File: config.mk
export PLATFORM = sky130hd
export DESIGN_NAME = pcs_sequencer
export DESIGN_NICKNAME = d
export VERILOG_FILES = /design/src/pcs_pkg.sv /design/src/pcs_pulse.sv /design/src/pcs_sequencer.sv
export SDC_FILE = /design/constraint.sdc
export NUM_CORES = 2
export LEC_CHECK = 0
export ABC_AREA = 1
export BUFFER_PORTS_ARGS = -buffer_cell sky130_fd_sc_hd__buf_2
export CORE_ASPECT_RATIO = 0.6
export CORE_MARGIN = 3
export CORE_UTILIZATION = 34
export DETAILED_ROUTE_END_ITERATION = 16
export PLACE_DENSITY = 0.56
export REMOVE_ABC_BUFFERS = 1
export SLEW_MARGIN = 20
export SYNTH_ARGS = -nofsm -noshare
export SYNTH_HDL_FRONTEND = slang
export SYNTH_SLANG_ARGS = --single-unit
File: constraint.sdc
create_clock -name clock_i -period 5.3 [get_ports clock_i]
set_input_delay 0.53 -clock clock_i [delete_from_list [all_inputs] [get_ports clock_i]]
set_output_delay 0.53 -clock clock_i [all_outputs]
set_load 0.02 [all_outputs]
File: src/pcs_pkg.sv
// Purpose: shared constants for the preset cycling sequencer
// Assumes: classic wishbone slave, 32-bit data, byte addresses
// Notes: register map and field layouts
package pcs_pkg;
  localparam int PRESET_W = 4;
  localparam int CNT_W = 16;
  localparam int EXP_W = 24;
  localparam int NUM_PRESETS = 16;
  localparam int NUM_OUT = 2;
  // register byte offsets
  localparam logic [7:0] REG_CTRL = 8'h00;
  localparam logic [7:0] REG_TOTAL = 8'h04;
  localparam logic [7:0] REG_REPEAT = 8'h08;
  localparam logic [7:0] REG_EDIT = 8'h0C;
  localparam logic [7:0] REG_EXPO = 8'h10;
  localparam logic [7:0] REG_PULSE = 8'h14;
  localparam logic [7:0] REG_STATUS = 8'h18;
  localparam logic [7:0] REG_SWCMD = 8'h1C;
  localparam logic [7:0] REG_NORMEXP = 8'h20;
  // control field positions
  localparam int CTRL_EN = 0;
  localparam int CTRL_ADV_LSB = 4;
  localparam int CTRL_RWD_LSB = 8;
  localparam int EDIT_MEMBER = 8;
  localparam int EDIT_MEMEN = 12;
  localparam int SW_ADV = 0;
  localparam int SW_RWD = 1;
  // reset values
  localparam logic [PRESET_W-1:0] TOTAL_RST = 4'h1;
  localparam logic [CNT_W-1:0] REPEAT_RST = 16'h0001;
  localparam logic [EXP_W-1:0] EXP_RST = 24'h0003E8;
  localparam logic [31:0] BAD_ADDR_DATA = 32'h00000000;
  // pulse width on exposure begin
  localparam int PULSE_NS = 1000;
  localparam int CLK_NS = 100;
  localparam int PULSE_CYC = (PULSE_NS + CLK_NS - 1) / CLK_NS;
  typedef enum logic [2:0] {
    ADV_FRAME, ADV_TRIG, ADV_TIMER, ADV_PIN, ADV_SOFT
  } pcs_adv_t;
  typedef enum logic [1:0] {
    RWD_NONE, RWD_ACQ_STOP, RWD_SOFT, RWD_PIN
  } pcs_rwd_t;
  localparam logic [3:0] MEMBER_EXPOSURE = 4'h0;
  localparam logic [3:0] MEMBER_PULSE = 4'h1;
endpackage

File: src/pcs_pulse.sv
// Purpose: fixed-width pulse stretcher for one output pin
// Assumes: fire is a one-cycle strobe on clock_i
// Notes: retriggers on a new fire
`timescale 1ns/1ps
module pcs_pulse #(
  parameter int WIDTH = pcs_pkg::PULSE_CYC
) (
  // clock and reset
  input wire logic clock_i,
  input wire logic srst_i,
  // strobe and pulse
  input wire logic fire_i,
  output logic pulse_o
);
  typedef struct packed {
    logic [7:0] cnt;
    logic pulse;
  } pcs_pst_t;
  pcs_pst_t st_r;
  pcs_pst_t st_nxt;
  always_comb begin
    st_nxt = st_r;
    if (fire_i) begin
      st_nxt.cnt = 8'(WIDTH - 1);
      st_nxt.pulse = 1'b1;
    end else if (st_r.cnt != 8'h00) begin
      st_nxt.cnt = st_r.cnt - 8'h01;
    end else begin
      st_nxt.pulse = 1'b0;
    end
  end
  always_ff @(posedge clock_i) begin
    if (srst_i) begin
      st_r <= '0;
    end else begin
      st_r <= st_nxt;
    end
  end
  assign pulse_o = st_r.pulse;
endmodule

File: src/pcs_sequencer.sv
// Purpose: steps exposure and pulse presets on counted events
// Assumes: frame and exposure strobes are on clock_i; pins are not
// Notes: wishbone classic slave, one wait state per access
//
// Chosen here: the register addresses and register access over Wishbone.
`timescale 1ns/1ps
// Operation
// RULE_01 - cycle only while cycle_enable is set
// RULE_02 - index wraps from preset_total to one
// RULE_03 - advance after events_per_step counted events
// RULE_04 - frame begin and accepted trigger synchronous
// RULE_05 - timer, pin and software are asynchronous
// RULE_06 - selectable rewind event returns index to one
// RULE_07 - synchronous source: rewind waits next increment
// RULE_08 - asynchronous source: rewind applies at once
// RULE_09 - edit selected preset feature when member enabled
// RULE_10 - cycling exposure from preset, normal read-only
// RULE_11 - writes to idle preset never disturb cycling
// RULE_12 - each preset has own output pulse line
// RULE_13 - burst of two frames steps two presets
// RULE_14 - pulse on every exposure begin event
// RULE_15 - rewind also clears event counter
module pcs_sequencer #(
  parameter int NPRE = pcs_pkg::NUM_PRESETS,
  parameter int NOUT = pcs_pkg::NUM_OUT
) (
  // clock and reset
  input wire logic clock_i,
  input wire logic srst_i,
  // wishbone classic slave
  input wire logic wb_cyc_i,
  input wire logic wb_stb_i,
  input wire logic wb_we_i,
  input wire logic [7:0] wb_adr_i,
  input wire logic [3:0] wb_sel_i,
  input wire logic [31:0] wb_dat_i,
  output logic [31:0] wb_dat_o,
  output logic wb_ack_o,
  // acquisition timing events, same clock
  input wire logic frame_begin_event_i,
  input wire logic accepted_trigger_event_i,
  input wire logic exposure_begin_i,
  input wire logic acquisition_stop_event_i,
  // asynchronous sources
  input wire logic timer_done_event_i,
  input wire logic input_pin_event_i,
  // preset outputs
  output logic [pcs_pkg::PRESET_W-1:0] active_preset_o,
  output logic [pcs_pkg::EXP_W-1:0] exposure_duration_o,
  output logic [NOUT-1:0] out_pin_o
);
  localparam int PW = pcs_pkg::PRESET_W;
  localparam int EW = pcs_pkg::EXP_W;
  localparam int CW = pcs_pkg::CNT_W;

  typedef struct packed {
    logic cycle_enable;
    pcs_pkg::pcs_adv_t adv_sel;
    pcs_pkg::pcs_rwd_t rwd_sel;
    logic [PW-1:0] preset_total;
    logic [CW-1:0] events_per_step;
    logic [PW-1:0] edit_index;
    logic [3:0] member_sel;
    logic mem_exp_en;
    logic mem_pulse_en;
    logic [EW-1:0] norm_exp;
    logic [NPRE-1:0][EW-1:0] exp_tab;
    logic [NPRE-1:0][NOUT-1:0] pulse_tab;
    logic [PW-1:0] idx;
    logic [CW-1:0] evcnt;
    logic rwd_pend;
    logic [2:0] tim_s;
    logic [2:0] pin_s;
    logic ack;
    logic [31:0] rdat;
    logic [EW-1:0] exp_out;
  } pcs_st_t;

  pcs_st_t st_r;
  pcs_st_t st_nxt;
  logic [NOUT-1:0] fire;
  logic acc;
  logic sync_src;
  logic adv_ev;
  logic rwd_ev;
  logic sw_adv;
  logic sw_rwd;
  logic tim_rise;
  logic pin_rise;
  logic [PW-1:0] next_idx;
  logic rwd_now;
  logic rwd_on_adv;
  logic [CW-1:0] evcnt_inc;
  logic cnt_done;
  logic [31:0] rd_ctrl;
  logic [31:0] rd_edit;

  // an access is taken once, ack blocks a second take
  assign acc = wb_cyc_i && wb_stb_i && !st_r.ack;
  assign sw_adv = acc && wb_we_i && wb_sel_i[0]
    && wb_adr_i == pcs_pkg::REG_SWCMD && wb_dat_i[pcs_pkg::SW_ADV];
  assign sw_rwd = acc && wb_we_i && wb_sel_i[0]
    && wb_adr_i == pcs_pkg::REG_SWCMD && wb_dat_i[pcs_pkg::SW_RWD];
  // edge detect reads only synchronised stages
  assign tim_rise = st_r.tim_s[1] && !st_r.tim_s[2];
  assign pin_rise = st_r.pin_s[1] && !st_r.pin_s[2];
  // frame-aligned sources are the synchronous class
  assign sync_src = st_r.adv_sel == pcs_pkg::ADV_FRAME
    || st_r.adv_sel == pcs_pkg::ADV_TRIG; // [RULE_04] [RULE_05]

  always_comb begin
    case (st_r.adv_sel)
      pcs_pkg::ADV_FRAME: adv_ev = frame_begin_event_i;
      pcs_pkg::ADV_TRIG: adv_ev = accepted_trigger_event_i;
      pcs_pkg::ADV_TIMER: adv_ev = tim_rise;
      pcs_pkg::ADV_PIN: adv_ev = pin_rise;
      pcs_pkg::ADV_SOFT: adv_ev = sw_adv;
      default: adv_ev = 1'b0;
    endcase
    case (st_r.rwd_sel)
      pcs_pkg::RWD_ACQ_STOP: rwd_ev = acquisition_stop_event_i; // [RULE_06]
      pcs_pkg::RWD_SOFT: rwd_ev = sw_rwd;
      pcs_pkg::RWD_PIN: rwd_ev = pin_rise;
      default: rwd_ev = 1'b0;
    endcase
  end

  // wrap from preset_total back to the first preset
  assign next_idx = (st_r.idx >= st_r.preset_total - PW'(1))
    ? '0 : st_r.idx + PW'(1); // [RULE_02]

  // asynchronous class rewinds at once
  assign rwd_now = rwd_ev && !sync_src; // [RULE_08]
  // synchronous class holds the rewind for the next increment
  assign rwd_on_adv = adv_ev
    && (st_r.rwd_pend || (rwd_ev && sync_src)); // [RULE_07]
  // step once the count reaches events_per_step
  assign evcnt_inc = st_r.evcnt + CW'(1);
  assign cnt_done = evcnt_inc >= st_r.events_per_step; // [RULE_03]

  // read words assembled from the field positions
  always_comb begin
    rd_ctrl = '0;
    rd_ctrl[pcs_pkg::CTRL_EN] = st_r.cycle_enable;
    rd_ctrl[pcs_pkg::CTRL_ADV_LSB +: 3] = st_r.adv_sel;
    rd_ctrl[pcs_pkg::CTRL_RWD_LSB +: 2] = st_r.rwd_sel;
    rd_edit = '0;
    rd_edit[PW-1:0] = st_r.edit_index;
    rd_edit[pcs_pkg::EDIT_MEMBER +: 4] = st_r.member_sel;
    rd_edit[pcs_pkg::EDIT_MEMEN] = st_r.mem_exp_en;
    rd_edit[pcs_pkg::EDIT_MEMEN + 1] = st_r.mem_pulse_en;
  end

  always_comb begin
    st_nxt = st_r;
    st_nxt.tim_s = {st_r.tim_s[1:0], timer_done_event_i};
    st_nxt.pin_s = {st_r.pin_s[1:0], input_pin_event_i};
    st_nxt.ack = acc;
    // sequencing
    if (!st_r.cycle_enable) begin
      st_nxt.idx = '0; // [RULE_01]
      st_nxt.evcnt = '0;
      st_nxt.rwd_pend = 1'b0;
    end else begin
      if (rwd_ev && sync_src) begin
        st_nxt.rwd_pend = 1'b1; // [RULE_07]
      end
      if (rwd_now) begin
        st_nxt.idx = '0; // [RULE_08]
        st_nxt.evcnt = '0; // [RULE_15]
        st_nxt.rwd_pend = 1'b0;
      end else if (rwd_on_adv) begin
        st_nxt.idx = '0; // [RULE_07]
        st_nxt.evcnt = '0; // [RULE_15]
        st_nxt.rwd_pend = 1'b0;
      end else if (adv_ev) begin
        // one event per frame, so with events_per_step of one a two-frame burst steps twice
        if (cnt_done) begin
          st_nxt.evcnt = '0; // [RULE_03] [RULE_13]
          st_nxt.idx = next_idx;
        end else begin
          st_nxt.evcnt = evcnt_inc; // [RULE_03]
        end
      end
    end
    // exposure source
    if (st_r.cycle_enable && st_r.mem_exp_en) begin
      st_nxt.exp_out = st_r.exp_tab[st_nxt.idx]; // [RULE_10]
    end else begin
      st_nxt.exp_out = st_r.norm_exp; // [RULE_01]
    end
    // register writes
    if (acc && wb_we_i) begin
      case (wb_adr_i)
        pcs_pkg::REG_CTRL: begin
          if (wb_sel_i[0]) begin
            st_nxt.cycle_enable = wb_dat_i[pcs_pkg::CTRL_EN];
            st_nxt.adv_sel = pcs_pkg::pcs_adv_t'(
              wb_dat_i[pcs_pkg::CTRL_ADV_LSB +: 3]);
          end
          if (wb_sel_i[1]) begin
            st_nxt.rwd_sel = pcs_pkg::pcs_rwd_t'(
              wb_dat_i[pcs_pkg::CTRL_RWD_LSB +: 2]);
          end
        end
        pcs_pkg::REG_TOTAL: begin
          if (wb_sel_i[0] && wb_dat_i[PW-1:0] != '0) begin
            st_nxt.preset_total = wb_dat_i[PW-1:0];
          end
        end
        pcs_pkg::REG_REPEAT: begin
          if (wb_sel_i[1:0] == 2'h3 && wb_dat_i[CW-1:0] != '0) begin
            st_nxt.events_per_step = wb_dat_i[CW-1:0];
          end
        end
        pcs_pkg::REG_EDIT: begin
          if (wb_sel_i[0]) begin
            st_nxt.edit_index = wb_dat_i[PW-1:0]; // [RULE_09]
          end
          if (wb_sel_i[1]) begin
            st_nxt.member_sel = wb_dat_i[pcs_pkg::EDIT_MEMBER +: 4];
            if (wb_dat_i[pcs_pkg::EDIT_MEMBER +: 4]
                == pcs_pkg::MEMBER_EXPOSURE) begin
              st_nxt.mem_exp_en = wb_dat_i[pcs_pkg::EDIT_MEMEN]; // [RULE_09]
            end else if (wb_dat_i[pcs_pkg::EDIT_MEMBER +: 4]
                == pcs_pkg::MEMBER_PULSE) begin
              st_nxt.mem_pulse_en = wb_dat_i[pcs_pkg::EDIT_MEMEN];
            end
          end
        end
        pcs_pkg::REG_EXPO: begin
          // per-preset store, free of the live index
          if (st_r.mem_exp_en && wb_sel_i == 4'hF) begin
            st_nxt.exp_tab[st_r.edit_index] = wb_dat_i[EW-1:0]; // [RULE_11]
          end
        end
        pcs_pkg::REG_PULSE: begin
          if (st_r.mem_pulse_en && wb_sel_i[0]) begin
            st_nxt.pulse_tab[st_r.edit_index] =
              wb_dat_i[NOUT-1:0]; // [RULE_12]
          end
        end
        pcs_pkg::REG_NORMEXP: begin
          // ignored while cycling owns exposure
          if (!(st_r.cycle_enable && st_r.mem_exp_en)
              && wb_sel_i == 4'hF) begin
            st_nxt.norm_exp = wb_dat_i[EW-1:0]; // [RULE_10]
          end
        end
        default: begin
        end
      endcase
    end
    // register reads
    st_nxt.rdat = pcs_pkg::BAD_ADDR_DATA;
    if (acc && !wb_we_i) begin
      case (wb_adr_i)
        pcs_pkg::REG_CTRL: st_nxt.rdat = rd_ctrl;
        pcs_pkg::REG_TOTAL: st_nxt.rdat = 32'(st_r.preset_total);
        pcs_pkg::REG_REPEAT: st_nxt.rdat = 32'(st_r.events_per_step);
        pcs_pkg::REG_EDIT: st_nxt.rdat = rd_edit;
        pcs_pkg::REG_EXPO: st_nxt.rdat = 32'(st_r.exp_tab[st_r.edit_index]);
        pcs_pkg::REG_PULSE:
          st_nxt.rdat = 32'(st_r.pulse_tab[st_r.edit_index]);
        pcs_pkg::REG_STATUS: st_nxt.rdat = 32'({st_r.rwd_pend,
          st_r.evcnt, 4'h0, st_r.idx});
        pcs_pkg::REG_NORMEXP: st_nxt.rdat = 32'(st_r.exp_out);
        default: st_nxt.rdat = pcs_pkg::BAD_ADDR_DATA;
      endcase
    end
  end

  always_ff @(posedge clock_i) begin
    if (srst_i) begin
      st_r <= '0;
      st_r.preset_total <= pcs_pkg::TOTAL_RST;
      st_r.events_per_step <= pcs_pkg::REPEAT_RST;
      st_r.norm_exp <= pcs_pkg::EXP_RST;
      st_r.exp_out <= pcs_pkg::EXP_RST;
    end else begin
      st_r <= st_nxt;
    end
  end

  // exposure begin fires the current preset's pulse lines
  genvar g;
  generate
    for (g = 0; g < NOUT; g++) begin : g_out
      assign fire[g] = exposure_begin_i && st_r.cycle_enable
        && st_r.mem_pulse_en
        && st_r.pulse_tab[st_r.idx][g]; // [RULE_12] [RULE_14]
      pcs_pulse u_pulse (
        .clock_i(clock_i),
        .srst_i(srst_i),
        .fire_i(fire[g]),
        .pulse_o(out_pin_o[g])
      );
    end
  endgenerate

  assign active_preset_o = st_r.idx + PW'(1);
  assign exposure_duration_o = st_r.exp_out;
  assign wb_ack_o = st_r.ack;
  assign wb_dat_o = st_r.rdat;
endmodule

==> flow_summary.toml <==
[setup_path]
slowest_stage = "dfxtp_1"
critPathKind = "flop to flop"
arrival_ns = 5.39
cp.required_ns = 5.84
reg2reg_slack_ns = 0.45
path_max_fanout = 25
cpMostUsedCell = "nand2_1"
startpoint_type = "flop"
critPathCaptureType = "flop"
cpPeakStageDelay_ns = 0.46
crit_path_cell_trace = "ha_1, nand3_1, nor3b_1, nand2_1, nor3_1, nand4_1, xnor2_1, ha_1, nand2_1, nor3_1, nand2_1, nand3_1, nand2_2, nand2_1, nand3_4, buf_12, o21ai_1, nand3_1, nand3_1, nand2_1, nand2_1, nand2_1"

[place]
post-place-ws_ns = 0.603
place_area_sq_um = 30100
gp_congestion = 0.900
io_buffer_count = 102
post-dp-hpwl_mm = 68.8
post-place-cells = 5045

[floorplanning]
rows = 82
start_util_pct = 34.4
ios = 118
die_w_microns = 382
dieArea_sq_um = 88600
dieHeight_microns = 232
core_sq_um = 83800

[yosys]
synth.yosys.seq_area_share_pct = 39.6
ys_async_sr_fraction_pct = 0
synth_cell_types = 42
avgSynthCellArea_sq_um = 7.01
synth_edf_count = 0
ys.flop_type = "dfxtp_1"
ys_seq_elements = 571
synth_cells = 4120
netlist_area_sq_um = 28900
yosys_warnings = 0

[pwr]
p_sw_share_pct = 25.3
vdd_drop_max_v = 0.000235
power_density_nw_per_um2 = 281
p_int_mw = 6.71
p_clk_share_pct = 46.0
power.switching_mw = 2.27
p_seq_share_pct = 48.6
p_total_mw = 8.98
p_leak_nw = 12.0
power.share.combinational_pct = 5.4

[min_path]
holdCritPathClass = "input port to flop"

[cts]
cts_htree_levels = 2
post_cts_buffers = 0
clkLatencyLatePin_ns = 0.67
cts_tree = "yes"
numClockSinks = 571
root_buffer = "clkbuf_16"
ctsResizeCount = 0
cts_buffers = 55
hold_buffers = 0
clockBufferDepth = 3
clkSlewWorstSetupHoldPaths_ns = 0.07

[final_layout]
n_antenna_cell = 0
layout_common_cells = "613 x o21ai_0, 571 x dfxtp_1, 521 x nand3_1, 517 x a21oi_1, 454 x inv_1"
drive_gt1_share_pct = 8.50
fin_area_sq_um = 31900
final_common_cell = "o21ai_0"
syn_to_final_growth_pct = 10.6
fillers = 8808
fin_cells = 5146
fin_nets = 4048
area.sequential_sq_um = 11400
multiInputGateArea_sq_um = 14000

[sta]
slew_headroom_pct = 24.6
rsz0062_at_grt = "no"
final.min_clock_period_ns = 4.85
fmax_ghz = 0.206
finalCritPeriodShare_pct = 91.5
finalHoldViolations = 0
layout_setup_ws_ns = 0.451
setup_viol = 0
fin_hold_ws_ns = 0.0930
maxSlewViolCount = 0
skew_ns = 0.0233
tightest_slew_ns = 1.12

[global_routing]
grt_max_degree = 184
grt_pass1_vias = 26386
grt_pass1_wl_mm = 173
antenna_found_initial = 2
grt.overflow.total = 0
track_usage_pct = 25.4

[detailed_routing]
vias_per_cell = 5.64
ant_nets = 0
wl_per_cell_microns = 22.6
drtPass1Iterations = 5
drt-total-wl_mm = 116
vias = 29016
drtIter0Drc = 4114
drcViolationCount = 0

[job]
max_cap_violations = 0

[status]
outcome = "finished, final reports clean"
-- registers in the layout, summed over array words and instances (netlist names) --
register / count
wb_dat_o: 25
exposure_duration_o: 24
st_nxt: 4
g_out.u_pulse.pulse_o: 2
st_r: 483
rd_edit: 10
rd_ctrl: 6
wb_ack_o: 1
g_out.u_pulse.st_r: 16
-- cell families (layout without fill, tap and decap cells) --
kind of cell / after synthesis / count (layout) / share of synthesized area, %
xor gates and xnor gates: 23 / 23 / 0.698
buffers and inverters: 897 / 783 / 12.9
and+or+nand+nor: 1214 / 1214 / 19.6
AOI/OAI and AO/OA: 1389 / 1389 / 26.1
adders and majority gates: 25 / 25 / 1.08
other: 1 / 7 / 0.0130
DFF: 571 / 571 / 39.6
-- power by group through the flow --
stage	Combinational [mW]	Clock (mW)	Sequential [mW]
after floorplan	0.327	0	4.45
final	0.488	4.13	4.36
after CTS	0.481	4.17	4.36
after detailed placement	0.480	0	4.46
after global routing	0.543	4.36	4.37
after global placement	0.475	0	4.46
-- stage by stage --
| stage | util (%) | TNS (ns) |
|---|---|---|
| after global routing | 38.1 | 0 |
| after CTS | 38.1 | 0 |
| after floorplan | - | -698.84 |
| after detailed placement | 35.9 | 0 |
| after global placement | 35.9 | 0 |
| final | 38.1 | 0 |
-- cells in the mapped netlist (27+ instances only) --
library cell | instances | area share [%]
nand3b_1 | 78 | 2.0
o22ai_1 | 99 | 2.1
o21ai_0 | 613 | 11
buf_2 | 95 | 1.6
nand2_1 | 391 | 5.1
nand3_1 | 523 | 9.1
inv_1 | 457 | 5.9
o221ai_1 | 31 | 0.94
dfxtp_1 | 571 | 40
nor2_1 | 149 | 1.9
nor3_1 | 27 | 0.47
a21oi_1 | 517 | 9.0
clkbuf_1 | 248 | 3.2
buf_4 | 60 | 1.6
a22oi_1 | 50 | 1.3
-- critical path: cells and delay by family, from the launching register on --
family,cells,cell delay [ns]
compound gates,1,0.16
simple gates,17,3.06
xor+xnor,1,0.18
flops,1,0.46
buf+inv,1,0.33
fa+ha+maj,2,0.53
-- final timing paths --
check                         from                           endpoint  cells after the start
min reg2reg  st_nxt[58]$_SDFF_PP0_              st_nxt[59]$_SDFF_PP0_                      2
min              input_pin_event_i              st_nxt[58]$_SDFF_PP0_                      3
max reg2reg  st_r[64]$_SDFFE_PP0N_  exposure_duration_o[9]$_SDFF_PP1_                     22
max          st_r[64]$_SDFFE_PP0N_  exposure_duration_o[9]$_SDFF_PP1_                     22
-- area by class of cell --
class | instances | share of cell area [%]
flip-flops and latches | 571 | 35.8
clock buffers | 78 | 4.93
well taps | 1134 | 4.44
multi-input cells | 2658 | 43.7
clock inverters | 23 | 0.760
repair buffers | 198 | 4.64
inverters | 484 | 5.72
-- routing by layer --
layer | vias up | global-route usage, % | wire length, microns
li1 | 13685 | - | -
met1 | 13523 | 37.8 | 53300
met2 | 1593 | 37.0 | 47500
met3 | 213 | 4.94 | 12600
met4 | 2 | 6.62 | 2800
met5 | - | 0 | 12
(Power assumes the default switching activity.)
